### config.mk
export PLATFORM = sky130hd
export DESIGN_NAME = gef_regs
export DESIGN_NICKNAME = d
export VERILOG_FILES = /design/src/inc/gef_pkg.sv /design/src/hw/gef_ee_mem.sv /design/src/hw/gef_gain_apply.sv /design/src/hw/gef_regs.sv
export VERILOG_INCLUDE_DIRS = /design/src /design/src/inc
export SDC_FILE = /design/constraint.sdc
export NUM_CORES = 1
export LEC_CHECK = 0
export ABC_AREA = 1
export BUFFER_PORTS_ARGS = -buffer_cell sky130_fd_sc_hd__buf_2
export CORE_UTILIZATION = 45
export CTS_CLUSTER_SIZE = 8
export DETAILED_ROUTE_END_ITERATION = 10
export GPL_TIMING_DRIVEN = 0
export PLACE_DENSITY = 0.64
export SETUP_SLACK_MARGIN = 0.05
export SYNTH_ARGS = -nofsm -noshare
export SYNTH_HDL_FRONTEND = slang
export SYNTH_SLANG_ARGS = --single-unit
### constraint.sdc
create_clock -name clk -period 5.05 [get_ports clk]
set_clock_uncertainty 0.1 [all_clocks]
set_input_delay 0.7575 -clock clk [delete_from_list [all_inputs] [get_ports clk]]
set_output_delay 0.7575 -clock clk [all_outputs]
set_load 0.005 [all_outputs]
### src/inc/gef_consts.svh
// Summary of operation
// - Start field picks far gain point nine..twelve
// - Far gain field multiplies by two to code
// - Far gain from start point to record end
// - Near gain same coding, before start point
// - Eight-bit read/write checksum register kept
// - Control bit seven enables data dumping
// - Passcode 0xD in bits 6:3 unlocks programming
// - Read-only bit two reports programming success
// - Writing bit one reloads stored data
// - Writing bit zero programs registers into storage
// - Filter coefficient high 41h, low 42h bytes
// - Far gain above eight scales noise level
`ifndef GEF_CONSTS_SVH
`define GEF_CONSTS_SVH

// ==========================================================
// Register offsets
`define GEF_OFS_GAIN 8'h2A
`define GEF_OFS_CRC 8'h2B
`define GEF_OFS_CTRL 8'h40
`define GEF_OFS_A2H 8'h41
`define GEF_OFS_A2L 8'h42
`define GEF_OFS_STAT 8'h50
`define GEF_OFS_MASK 8'h51

// ==========================================================
// Field positions
`define GEF_ST_HI 7
`define GEF_ST_LO 6
`define GEF_LR_HI 5
`define GEF_LR_LO 3
`define GEF_SR_HI 2
`define GEF_SR_LO 0
`define GEF_CTL_DUMP 7
`define GEF_CTL_PASS_HI 6
`define GEF_CTL_PASS_LO 3
`define GEF_CTL_OK 2
`define GEF_CTL_RLD 1
`define GEF_CTL_PRG 0
`define GEF_EV_PDONE 0
`define GEF_EV_LDONE 1
`define GEF_EV_BADPASS 2

// ==========================================================
// Values
`define GEF_RESET_BYTE 8'h00
`define GEF_RESET_EV 3'h0
`define GEF_PASSCODE 4'hD
`define GEF_GAIN_MAX_CODE 3'h5
`define GEF_FIRST_LR_POINT 4'h9
`define GEF_NOISE_KNEE 3'h3
`define GEF_EE_LAST 2'h3

`endif

### src/inc/gef_pkg.sv
`default_nettype none
`include "gef_consts.svh"
package gef_pkg;
  typedef enum logic [1:0] {GEF_IDLE, GEF_PROG, GEF_LOAD} gef_state_t;

  // Invalid codes fall back to unity gain
  function automatic logic [2:0] gef_gain_shift(input logic [2:0] code);
    return (code > `GEF_GAIN_MAX_CODE) ? 3'h0 : code;
  endfunction

  function automatic logic gef_code_bad(input logic [2:0] code);
    return code > `GEF_GAIN_MAX_CODE;
  endfunction
endpackage
`default_nettype wire

### src/hw/gef_ee_mem.sv
`timescale 1ns/100ps
`default_nettype none
`include "gef_consts.svh"
module gef_ee_mem import gef_pkg::*; (
  input wire logic clk,
  input wire logic arst_n,
  input wire logic wr_en,
  input wire logic [1:0] wr_addr,
  input wire logic [7:0] wr_data,
  input wire logic rd_en,
  input wire logic [1:0] rd_addr,
  output logic [7:0] rd_data
);
  // ========================================================
  // Storage image, no reset like a real array
  logic [7:0] mem [0:3];

  always_ff @(posedge clk) begin
    if (wr_en) begin
      mem[wr_addr] <= wr_data;
    end
  end

  always_ff @(posedge clk or negedge arst_n) begin
    if (!arst_n) begin
      rd_data <= `GEF_RESET_BYTE;
    end else if (rd_en) begin
      rd_data <= mem[rd_addr];
    end
  end
endmodule
`default_nettype wire

### src/hw/gef_gain_apply.sv
`timescale 1ns/100ps
`default_nettype none
`include "gef_consts.svh"
module gef_gain_apply import gef_pkg::*; (
  input wire logic clk,
  input wire logic arst_n,
  input wire logic [7:0] gain_ctrl,
  input wire logic [3:0] cur_point,
  input wire logic rec_active,
  input wire logic echo_valid,
  input wire logic [7:0] echo_sample,
  input wire logic [4:0] noise_floor_setting,
  output logic [12:0] gain_echo,
  output logic gain_valid,
  output logic [6:0] noise_scaled,
  output logic gain_code_err
);
  logic [1:0] st;
  logic [2:0] lr;
  logic [2:0] sr;
  logic [3:0] start_point;
  logic far_zone;
  logic [2:0] shift;
  logic [2:0] lr_sh;

  assign st = gain_ctrl[`GEF_ST_HI:`GEF_ST_LO];
  assign lr = gain_ctrl[`GEF_LR_HI:`GEF_LR_LO];
  assign sr = gain_ctrl[`GEF_SR_HI:`GEF_SR_LO];
  assign start_point = `GEF_FIRST_LR_POINT + {2'h0, st};
  // Far zone lasts to record end, never before start point
  assign far_zone = rec_active && (cur_point >= start_point);
  assign lr_sh = gef_gain_shift(lr);
  assign shift = far_zone ? lr_sh : gef_gain_shift(sr);

  // ========================================================
  // Echo scaling
  always_ff @(posedge clk or negedge arst_n) begin
    if (!arst_n) begin
      gain_echo <= 13'h0000;
      gain_valid <= 1'b0;
    end else begin
      gain_valid <= echo_valid;
      if (echo_valid) begin
        gain_echo <= {5'h00, echo_sample} << shift;
      end
    end
  end

  // ========================================================
  // Noise level follows far gain above x8
  always_ff @(posedge clk or negedge arst_n) begin
    if (!arst_n) begin
      noise_scaled <= 7'h00;
    end else if (lr_sh > `GEF_NOISE_KNEE) begin
      noise_scaled <= {2'h0, noise_floor_setting}
        << (lr_sh - `GEF_NOISE_KNEE);
    end else begin
      noise_scaled <= {2'h0, noise_floor_setting};
    end
  end

  always_ff @(posedge clk or negedge arst_n) begin
    if (!arst_n) begin
      gain_code_err <= 1'b0;
    end else begin
      gain_code_err <= gef_code_bad(lr) | gef_code_bad(sr);
    end
  end
endmodule
`default_nettype wire

### src/hw/gef_regs.sv
`timescale 1ns/100ps
`default_nettype none
`include "gef_consts.svh"
module gef_regs import gef_pkg::*; (
  input wire logic clk,
  input wire logic arst_n,
  input wire logic [7:0] reg_addr,
  input wire logic [7:0] reg_wdata,
  input wire logic reg_wr,
  input wire logic reg_rd,
  output logic [7:0] reg_rdata,
  output logic irq,
  input wire logic ee_fault,
  output logic dump_enable,
  output logic ee_busy,
  output logic [15:0] bandpass_a2_coeff,
  input wire logic [3:0] cur_point,
  input wire logic rec_active,
  input wire logic echo_valid,
  input wire logic [7:0] echo_sample,
  input wire logic [4:0] noise_floor_setting,
  output logic [12:0] gain_echo,
  output logic gain_valid,
  output logic [6:0] noise_scaled,
  output logic gain_code_err
);
  // ========================================================
  // Declarations
  logic [7:0] gain_reg;
  logic [7:0] crc_reg;
  logic [7:0] a2h_reg;
  logic [7:0] a2l_reg;
  logic dump_reg;
  logic [3:0] pass_reg;
  logic ok_reg;
  logic rld_reg;
  logic prg_reg;
  logic [2:0] stat_reg;
  logic [2:0] stat_next;
  logic [2:0] mask_reg;
  gef_state_t state_reg;
  logic [1:0] idx_reg;
  logic issued_reg;
  logic rd_vld_reg;
  logic [1:0] rd_idx_reg;
  logic fault_reg;
  logic wr_gain, wr_crc, wr_ctrl, wr_a2h, wr_a2l;
  logic pass_ok_wr;
  logic start_prog;
  logic start_load;
  logic prog_done;
  logic load_done;
  logic bad_pass;
  logic mem_wr;
  logic mem_rd;
  logic [7:0] mem_wdata;
  logic [7:0] mem_rdata;
  logic [7:0] ctrl_view;
  logic [2:0] ev_set;

  // Byte image order: gain, checksum, coefficient high, low
  function automatic logic [7:0] pick_byte(input logic [1:0] i,
      input logic [7:0] b0, input logic [7:0] b1,
      input logic [7:0] b2, input logic [7:0] b3);
    unique case (i)
      2'h0: return b0;
      2'h1: return b1;
      2'h2: return b2;
      2'h3: return b3;
    endcase
  endfunction

  // ========================================================
  // Decode
  assign wr_gain = reg_wr && (reg_addr == `GEF_OFS_GAIN);
  assign wr_crc = reg_wr && (reg_addr == `GEF_OFS_CRC);
  assign wr_ctrl = reg_wr && (reg_addr == `GEF_OFS_CTRL);
  assign wr_a2h = reg_wr && (reg_addr == `GEF_OFS_A2H);
  assign wr_a2l = reg_wr && (reg_addr == `GEF_OFS_A2L);
  assign pass_ok_wr = reg_wdata[`GEF_CTL_PASS_HI:`GEF_CTL_PASS_LO]
    == `GEF_PASSCODE;
  // Wrong passcode: trigger dropped, event flagged
  assign bad_pass = wr_ctrl && reg_wdata[`GEF_CTL_PRG] && !pass_ok_wr
    && (state_reg == GEF_IDLE);
  assign start_prog = (state_reg == GEF_IDLE) && prg_reg;
  assign start_load = (state_reg == GEF_IDLE) && !prg_reg && rld_reg;
  assign prog_done = (state_reg == GEF_PROG) && (idx_reg == `GEF_EE_LAST);
  assign load_done = (state_reg == GEF_LOAD) && rd_vld_reg
    && (rd_idx_reg == `GEF_EE_LAST);
  assign mem_wr = state_reg == GEF_PROG;
  assign mem_rd = (state_reg == GEF_LOAD) && !issued_reg;
  assign mem_wdata = pick_byte(idx_reg, gain_reg, crc_reg,
    a2h_reg, a2l_reg);
  assign ctrl_view = {dump_reg, pass_reg, ok_reg, rld_reg, prg_reg};

  // ========================================================
  // Configuration bytes; reload data wins over software
  always_ff @(posedge clk or negedge arst_n) begin
    if (!arst_n) begin
      gain_reg <= `GEF_RESET_BYTE;
    end else if (rd_vld_reg && rd_idx_reg == 2'h0) begin
      gain_reg <= mem_rdata;
    end else if (wr_gain) begin
      gain_reg <= reg_wdata;
    end
  end

  always_ff @(posedge clk or negedge arst_n) begin
    if (!arst_n) begin
      crc_reg <= `GEF_RESET_BYTE;
    end else if (rd_vld_reg && rd_idx_reg == 2'h1) begin
      crc_reg <= mem_rdata;
    end else if (wr_crc) begin
      crc_reg <= reg_wdata;
    end
  end

  always_ff @(posedge clk or negedge arst_n) begin
    if (!arst_n) begin
      a2h_reg <= `GEF_RESET_BYTE;
      a2l_reg <= `GEF_RESET_BYTE;
    end else begin
      if (rd_vld_reg && rd_idx_reg == 2'h2) begin
        a2h_reg <= mem_rdata;
      end else if (wr_a2h) begin
        a2h_reg <= reg_wdata;
      end
      if (rd_vld_reg && rd_idx_reg == 2'h3) begin
        a2l_reg <= mem_rdata;
      end else if (wr_a2l) begin
        a2l_reg <= reg_wdata;
      end
    end
  end

  // ========================================================
  // Control register
  always_ff @(posedge clk or negedge arst_n) begin
    if (!arst_n) begin
      dump_reg <= 1'b0;
      pass_reg <= 4'h0;
    end else if (wr_ctrl) begin
      dump_reg <= reg_wdata[`GEF_CTL_DUMP];
      pass_reg <= reg_wdata[`GEF_CTL_PASS_HI:`GEF_CTL_PASS_LO];
    end
  end

  // Triggers set only when idle; writes of zero never cancel
  always_ff @(posedge clk or negedge arst_n) begin
    if (!arst_n) begin
      prg_reg <= 1'b0;
      rld_reg <= 1'b0;
    end else begin
      if (prog_done) begin
        prg_reg <= 1'b0;
      end else if (wr_ctrl && state_reg == GEF_IDLE
          && reg_wdata[`GEF_CTL_PRG] && pass_ok_wr) begin
        prg_reg <= 1'b1;
      end
      if (load_done) begin
        rld_reg <= 1'b0;
      end else if (wr_ctrl && state_reg == GEF_IDLE
          && reg_wdata[`GEF_CTL_RLD]) begin
        rld_reg <= 1'b1;
      end
    end
  end

  // Success only changes at the end of a program run
  always_ff @(posedge clk or negedge arst_n) begin
    if (!arst_n) begin
      ok_reg <= 1'b0;
      fault_reg <= 1'b0;
    end else begin
      if (start_prog) begin
        fault_reg <= 1'b0;
      end else if (state_reg == GEF_PROG && ee_fault) begin
        fault_reg <= 1'b1;
      end
      if (prog_done) begin
        ok_reg <= !(fault_reg || ee_fault);
      end
    end
  end

  // ========================================================
  // Storage sequencer; program has priority over reload
  always_ff @(posedge clk or negedge arst_n) begin
    if (!arst_n) begin
      state_reg <= GEF_IDLE;
      idx_reg <= 2'h0;
      issued_reg <= 1'b0;
    end else begin
      unique case (state_reg)
        GEF_IDLE: begin
          idx_reg <= 2'h0;
          issued_reg <= 1'b0;
          if (start_prog) begin
            state_reg <= GEF_PROG;
          end else if (start_load) begin
            state_reg <= GEF_LOAD;
          end
        end
        GEF_PROG: begin
          idx_reg <= idx_reg + 2'h1;
          if (prog_done) begin
            state_reg <= GEF_IDLE;
          end
        end
        GEF_LOAD: begin
          if (!issued_reg) begin
            idx_reg <= idx_reg + 2'h1;
            issued_reg <= idx_reg == `GEF_EE_LAST;
          end
          if (load_done) begin
            state_reg <= GEF_IDLE;
          end
        end
      endcase
    end
  end

  // Read data arrive one cycle after the request
  always_ff @(posedge clk or negedge arst_n) begin
    if (!arst_n) begin
      rd_vld_reg <= 1'b0;
      rd_idx_reg <= 2'h0;
    end else begin
      rd_vld_reg <= mem_rd;
      rd_idx_reg <= idx_reg;
    end
  end

  always_ff @(posedge clk or negedge arst_n) begin
    if (!arst_n) begin
      ee_busy <= 1'b0;
    end else begin
      ee_busy <= (state_reg != GEF_IDLE) || prg_reg || rld_reg;
    end
  end

  // ========================================================
  // Events: set beats the clear of a status read
  assign ev_set = {bad_pass, load_done, prog_done};

  always_comb begin
    stat_next = stat_reg;
    if (reg_rd && reg_addr == `GEF_OFS_STAT) begin
      stat_next = `GEF_RESET_EV;
    end
    stat_next = stat_next | ev_set;
  end

  always_ff @(posedge clk or negedge arst_n) begin
    if (!arst_n) begin
      stat_reg <= `GEF_RESET_EV;
    end else begin
      stat_reg <= stat_next;
    end
  end

  always_ff @(posedge clk or negedge arst_n) begin
    if (!arst_n) begin
      mask_reg <= `GEF_RESET_EV;
    end else if (reg_wr && reg_addr == `GEF_OFS_MASK) begin
      mask_reg <= reg_wdata[2:0];
    end
  end

  always_ff @(posedge clk or negedge arst_n) begin
    if (!arst_n) begin
      irq <= 1'b0;
    end else begin
      irq <= |(stat_next & mask_reg);
    end
  end

  // ========================================================
  // Read port; unmapped reads return zero
  always_ff @(posedge clk or negedge arst_n) begin
    if (!arst_n) begin
      reg_rdata <= `GEF_RESET_BYTE;
    end else if (reg_rd) begin
      case (reg_addr)
        `GEF_OFS_GAIN: reg_rdata <= gain_reg;
        `GEF_OFS_CRC: reg_rdata <= crc_reg;
        `GEF_OFS_CTRL: reg_rdata <= ctrl_view;
        `GEF_OFS_A2H: reg_rdata <= a2h_reg;
        `GEF_OFS_A2L: reg_rdata <= a2l_reg;
        `GEF_OFS_STAT: reg_rdata <= {5'h00, stat_reg};
        `GEF_OFS_MASK: reg_rdata <= {5'h00, mask_reg};
        default: reg_rdata <= `GEF_RESET_BYTE;
      endcase
    end else begin
      reg_rdata <= `GEF_RESET_BYTE;
    end
  end

  always_ff @(posedge clk or negedge arst_n) begin
    if (!arst_n) begin
      dump_enable <= 1'b0;
      bandpass_a2_coeff <= 16'h0000;
    end else begin
      dump_enable <= dump_reg;
      bandpass_a2_coeff <= {a2h_reg, a2l_reg};
    end
  end

  // ========================================================
  // Submodules
  gef_ee_mem u_mem (
    .clk(clk),
    .arst_n(arst_n),
    .wr_en(mem_wr),
    .wr_addr(idx_reg),
    .wr_data(mem_wdata),
    .rd_en(mem_rd),
    .rd_addr(idx_reg),
    .rd_data(mem_rdata)
  );

  gef_gain_apply u_gain (
    .clk(clk),
    .arst_n(arst_n),
    .gain_ctrl(gain_reg),
    .cur_point(cur_point),
    .rec_active(rec_active),
    .echo_valid(echo_valid),
    .echo_sample(echo_sample),
    .noise_floor_setting(noise_floor_setting),
    .gain_echo(gain_echo),
    .gain_valid(gain_valid),
    .noise_scaled(noise_scaled),
    .gain_code_err(gain_code_err)
  );
endmodule
`default_nettype wire

==> run metrics, run 1 <==
outcome=completed; largest net degree at the start of global routing=70; total wire length=between 15000 and 20000 um; 1st-iter DRT viols=469; vias per inst=5.49; Final TNS setup=0 ns; combinational family with the most area after synthesis=compound AO/OA/AOI/OAI gates; sequential cell area fraction in the yosys report=0.559; Synth Cell Area=a little under 0.007 mm2; crit path kind=flip-flop to flip-flop; post-synthesis xor/xnor area fraction=0; Reg area=0.00376 mm2; pwr dens=between 500 and 600 mW/mm2; Yosys reg bits=144; Post-CTS Setup Inserts=0; Clock Sinks=144; RSZ-0062 raised after global routing=no; Pins Over Slew Limit=0; mux share of post-synthesis cell area=0.00502; Cell Chain, Critical Path=buf_2 -> clkinv_1 -> clkbuf_1 -> ha_1 -> clkbuf_1 -> clkbuf_1 -> a211oi_1 -> a21oi_1; clock-pin slew on the worst setup and hold paths=0.06 ns; starting density of the core=0.461; initial antenna violation count=0; Synth Area in Simple Gates=0.169; most common cell after layout, fill and taps aside=nand2_1; DR vias=about 5.7k; Slew @ Worst Pin=0.845 ns; Clock Path Buffers=2; vias in the first global route=5466; IO Port Bufs=88; chip width=between 100 and 150 um; Num CTS Buffers=17; CTS Root Cell=clkbuf_16; FFs w/ async S/R, synth=0.778; Worst-Skew Late Latency=0.43 ns; DR DRC count=0; Setup crit start kind=flip-flop; Die Ht=roughly 120 um; Gates resized, CTS repair=0; EDFF count, synth=32; Period minus WS final=3.19 ns; Largest Register=u_mem.mem; Worst slew margin=0.432; Worst Path Required=5.11 ns; CTS tree=built; footprint of the multi-input gates=~0.0025 mm2; Tcrit/Tclk final=0.631; Overall Power=4780 uW; # H-tree levels=4; Max Cap Viol=0; Crit Path Max Fanout=12; NumNets Final=895; Die Area=0.0154 mm2; share of cells above drive strength 1=0.180; largest registers=u_mem.mem (32), bandpass_a2_coeff (16), u_gain.gain_echo (13); Synth Net Count=around 800; routed len/inst=16.7 um; post-synthesis adder-cell area fraction=0.0242; Hold Worst Slack=0.233 ns; GRT overflow=0; worst path arrival time=3.25 ns; Post-Synthesis Cells=734; Syn Area/Cell=around 9 um2; commonest non-fill, non-tap cells in the layout=139 x nand2_1, 112 x dfrtp_1, 93 x buf_2; Final setup viols=0; FILL cells=approximately 1.3k; Core Area=0.0146 mm2; Global Route Usage Sum=0.236; cts hold-fix bufs=0; post-synth cell types=38; Layout area overhead=20.3%; delay-heaviest family, CP=buffers and inverters; achievable frequency=0.314 GHz; first-pass GRT wire length=~28000 um; Min-Delay Path Class=input pin to async pin; Largest stage delay, worst path=0.47 ns; Synth Flop Type=dfrtp_1; Worst setup EP type=flip-flop; Largest register FFs=32; Final Hold Vio Count=0; Ant. Diodes=0; YS warnings=0; Worst VDD drop=0.000299 V; Static Leak=0.00386 uW; TritonRoute pass-1 iters=5; most frequent CP cell=clkbuf_1; row cnt=44; GPL Wtd Cong=0.910; hpwl dp=between 10000 and 15000 um; slowest CP cell=clkbuf_1; Ports=between 80 and 90; Bufs and invs on worst path=5; area fraction in compound gates after synthesis=0.173; Antenna Nets Post-Route=0
==> synth_stat cells, types with 2 or more instances <==
| cell type | instances | area share |
|---|---|---|
| a211oi_1 | 12 | 0.013 |
| a21oi_1 | 22 | 0.016 |
| a22oi_1 | 3 | 0.0033 |
| a31oi_1 | 3 | 0.0028 |
| buf_2 | 6 | 0.0045 |
| buf_6 | 2 | 0.0033 |
| clkbuf_1 | 10 | 0.0056 |
| clkinv_1 | 5 | 0.0028 |
| dfrtp_1 | 112 | 0.42 |
| edfxtp_1 | 32 | 0.14 |
| ha_1 | 13 | 0.024 |
| inv_1 | 92 | 0.051 |
| inv_2 | 2 | 0.0011 |
| mux2_2 | 3 | 0.0050 |
| nand2_1 | 139 | 0.078 |
| nand2_2 | 9 | 0.0084 |
| nand3_1 | 55 | 0.041 |
| nand4_1 | 2 | 0.0019 |
| nor2_1 | 43 | 0.024 |
| nor2_2 | 2 | 0.0019 |
| nor2_4 | 3 | 0.0050 |
| nor3_1 | 3 | 0.0022 |
| o211ai_1 | 17 | 0.019 |
| o21ai_0 | 87 | 0.065 |
| o21ai_1 | 6 | 0.0045 |
| o21ai_2 | 2 | 0.0026 |
| o21ai_4 | 3 | 0.0073 |
| o22ai_1 | 34 | 0.032 |
| o31ai_1 | 3 | 0.0033 |
==> routing by layer <==
metal	global-route usage	wire length [um]	share of wire	up-vias
met3	0.0567	1160	0.066	32
met4	0.0872	341	0.020	0
met1	0.323	7850	0.45	2717
met2	0.367	8040	0.46	234
li1	-	-	-	2724
met5	0	0	0	-
==> area by class of cell <==
type                    instances  share of cell area
clock buffers                  23              0.0604
clock inverters                 9              0.0218
inverters                      99              0.0459
plain buffers                  19              0.0121
multi-input cells             472               0.308
repair buffers                 89              0.0581
well taps                     184              0.0284
flip-flops and latches        144               0.465
==> report_power, final <==
| part | switching, uW | total (uW) | internal [uW] |
|---|---|---|---|
| logic | 1050 | 1580 | 529 |
| registers | 212 | 1800 | 1590 |
| clock network | 476 | 1410 | 931 |
| total | 1740 | 4780 | 3050 |
==> stage by stage <==
step	cell area [um2]	cells	utilization	setup slack, ns
after global placement	7400	1006	0.507	1.85
after global routing	8100	1039	0.555	1.60
after detailed placement	7430	1007	0.509	1.91
final	8100	1039	0.555	1.86
after CTS	8100	1039	0.555	1.88
after floorplan	6730	734	-	2.85
==> final timing paths <==
kind / endpoint / startpoint / slack [ns] / cells past startpoint
max: u_mem.mem[1][5]$_DFFE_PP_ / idx_reg[0]$_DFFE_PN0P_ / 1.86 / 8
min in group clk: bandpass_a2_coeff[11]$_DFF_PN0_ / a2h_reg[3]$_DFFE_PN0P_ / 0.27 / 0
min: bandpass_a2_coeff[4]$_DFF_PN0_ / arst_n / 0.23 / 1
max reg2reg: u_mem.mem[1][5]$_DFFE_PP_ / idx_reg[0]$_DFFE_PN0P_ / 1.86 / 8
max in group asynchronous: u_mem.rd_data[6]$_DFFE_PN0P_ / arst_n / 3.86 / 2
min reg2reg: bandpass_a2_coeff[11]$_DFF_PN0_ / a2h_reg[3]$_DFFE_PN0P_ / 0.27 / 0
==> kinds of logic (layout without fill, tap and decap cells) <==
group | after synthesis | after routing
DFF | 144 | 144
and+or+nand+nor | 261 | 261
buffers and inverters | 118 | 239
AOI/OAI and AO/OA | 195 | 195
muxes | 3 | 3
adders and majority gates | 13 | 13
Note: power is estimated with default switching activity, not from simulation.
==> run 2: changes to the inputs <==
Settings changed: PLACE_DENSITY 0.64 to 0.66.
Clock period 5.05 ns to 2.7 ns, I/O delays scaled along.
==> run 2 against run 1 <==
Effect of this change:
- clock power rose by 73%
- sequential power up 86%
- count of clock-buffer cells in the layout stayed put
- setup slack worse by 1.6 ns
- sequential share of layout area rose by 0.18 points
- total power up 82%
- utilization fell by 0.20 points
- critical path depth shrank 1
- non-clock buffer count is the same
- worst hold slack worse by 0.21 ns
- first-iteration DRC count is 20% higher
- wire length is 3.9% lower
- critical path type unchanged
==> run metrics, run 2 (synthesized netlist as in run 1, its figures left out) <==
RSZ-0062 raised after global routing=no (unchanged); Max Cap Viol=0 (unchanged); vias in the first global route=5401 (was 5466); Largest Register=u_mem.mem (unchanged); largest registers=u_mem.mem (32), bandpass_a2_coeff (16), u_gain.gain_echo (13) (unchanged); NetSw=3200 uW (was 1740 uW); Global Route Usage Sum=0.230 (was 0.236); Final Hold Vio Count=0 (unchanged); 1st-iter DRT viols=564 (was 469); achievable frequency=0.406 GHz (was 0.314 GHz); Ports=89 (unchanged); Die Ht=124 um (unchanged); Internal=5520 uW (was 3050 uW); Clock Sinks=144 (unchanged); Crit Path Max Fanout=21 (was 12); TritonRoute pass-1 iters=6 (was 5); NumNets Final=895 (unchanged); slowest CP cell=dfrtp_1 (was clkbuf_1); row cnt=44 (unchanged); Static Leak=0.00384 uW (was 0.00386 uW); vias per inst=5.44 (was 5.49); hpwl dp=12200 um (was 12800 um); Worst Path Required=2.77 ns (was 5.11 ns); chip width=124 um (unchanged); Worst setup EP type=flip-flop (unchanged); Setup crit start kind=flip-flop (unchanged); Largest stage delay, worst path=0.41 ns (was 0.47 ns); Final TNS setup=0 ns (unchanged); Largest register FFs=32 (unchanged); worst path arrival time=2.53 ns (was 3.25 ns); Logic pwr share=0.335 (was 0.330); outcome=completed (unchanged); DR vias=5647 (was 5707); Final setup viols=0 (unchanged); DR DRC count=0 (unchanged); Tcrit/Tclk final=0.912 (was 0.631); commonest non-fill, non-tap cells in the layout=139 x nand2_1, 111 x dfrtp_1, 93 x buf_2 (was 139 x nand2_1, 112 x dfrtp_1, 93 x buf_2); switching part of the total=0.367 (was 0.363); crit path kind=flip-flop to flip-flop (unchanged); largest net degree at the start of global routing=70 (unchanged); routed len/inst=16.1 um (was 16.7 um); pwr dens=1080 mW/mm2 (was 591 mW/mm2); Layout area overhead=19.9% (was 20.3%); Core Area=0.0146 mm2 (unchanged); share of cells above drive strength 1=0.186 (was 0.180); first-pass GRT wire length=27900 um (was 28300 um); Antenna Nets Post-Route=0 (unchanged); clock power share=0.280 (was 0.294); Min-Delay Path Class=input pin to flip-flop (was input pin to async pin); # H-tree levels=4 (unchanged); Worst-Skew Late Latency=0.43 ns (about the same); initial antenna violation count=0 (unchanged); Slew @ Worst Pin=0.821 ns (was 0.845 ns); Post-CTS Setup Inserts=0 (unchanged); Clock Path Buffers=2 (unchanged); GRT overflow=0 (unchanged); GPL Wtd Cong=0.860 (was 0.910); Pins Over Slew Limit=0 (unchanged); clock-pin slew on the worst setup and hold paths=0.06 ns (about the same); Worst slew margin=0.448 (was 0.432); Ant. Diodes=0 (unchanged); IO Port Bufs=88 (unchanged); Num CTS Buffers=17 (unchanged); Period minus WS final=2.46 ns (was 3.19 ns); Die Area=0.0154 mm2 (unchanged); Reg power frac=0.385 (was 0.376); most common cell after layout, fill and taps aside=nand2_1 (unchanged); Cell Chain, Critical Path=buf_2 -> inv_4 -> ha_1 -> clkbuf_1 -> clkbuf_2 -> a211oi_1 -> a21oi_1 (was buf_2 -> clkinv_1 -> clkbuf_1 -> ha_1 -> clkbuf_1 -> clkbuf_1 -> a211oi_1 -> a21oi_1); Worst VDD drop=0.000531 V (was 0.000299 V); starting density of the core=0.461 (unchanged); total wire length=16700 um (was 17400 um); CTS tree=built (unchanged); Overall Power=8720 uW (was 4780 uW); CTS Root Cell=clkbuf_16 (unchanged)
==> run 2: cell types whose count changed in the layout (fill, tap and decap cells not counted), sizes merged <==
cell	delta
dlygate4sd3	+1
inv	+2
clkbuf	-1
bufinv	-2
==> run 2: final timing paths <==
| check | from | end | slack [ns] | depth (start not counted) |
|---|---|---|---|---|
| worst max-delay path | idx_reg[0]$_DFFE_PN0P_ | u_mem.mem[1][6]$_DFFE_PP_ | 0.24 | 7 |
| worst min-delay path | echo_valid | u_gain.gain_valid$_DFF_PN0_ | 0.03 | 1 |
| worst max register to register | idx_reg[0]$_DFFE_PN0P_ | u_mem.mem[1][6]$_DFFE_PP_ | 0.24 | 7 |
| worst min register to register | a2h_reg[6]$_DFFE_PN0P_ | bandpass_a2_coeff[14]$_DFF_PN0_ | 0.27 | 0 |
| max in group asynchronous | arst_n | u_gain.gain_echo[10]$_DFFE_PN0P_ | 1.46 | 3 |
| min in group asynchronous | arst_n | bandpass_a2_coeff[7]$_DFF_PN0_ | 0.36 | 2 |
==> run 2: layer usage <==
metal  wire length (um)  GRT usage
met4                282     0.0758
met5                  0          0
met2               7840      0.361
met3                979     0.0447
met1               7610      0.322
==> run 2: what timing repair did <==
| action | CTS | global route |
|---|---|---|
| gates resized for setup | 3 | 3 |
| setup endpoints to repair | 32 | 16 |
| hold buffers | 1 | 0 |
| endpoints found under the hold margin | 43 | 0 |
| pin swaps | 0 | 0 |
==> run 2: metrics by stage <==
step / cells / hold WS (ns) / setup WS [ns] / util / instance area [um2]
detailed placement: 1007 / 0.259 / -0.416 / 0.510 / 7430
global placement: 1006 / 0.258 / -0.372 / 0.507 / 7400
finish: 1039 / 0.0255 / 0.237 / 0.553 / 8070
floorplan: 734 / 0.00941 / 0.503 / - / 6730
CTS: 1039 / 0.0147 / 0.125 / 0.553 / 8060
global route: 1039 / 0.0147 / 0.0878 / 0.553 / 8070
==> run 2: layout make-up <==
cell class,instances,area [um2]
multi-input combinational,472,2500
inverter,99,375
tap,184,230
clock buffer,23,489
timing repair buffer,90,484
fill,1314,6520
clock inverter,9,128
sequential,144,3760
buffer,18,95.1
==> run 2: power by group through the flow <==
stage	clock network (uW)	registers (uW)	logic, uW
floorplan	0	3310	1900
global placement	0	3370	2860
detailed placement	0	3390	2900
CTS	2470	3350	2920
global route	2570	3420	3320
finish	2440	3350	2920
==> run 2: critical path: cells and delay by family, from the launching register on <==
kind / cells / cell delay, ns
buffers and inverters: 4 / 1.00
adder cells (fa/ha/maj): 1 / 0.18
AO/OA/AOI/OAI: 2 / 0.50
flip-flops: 1 / 0.41
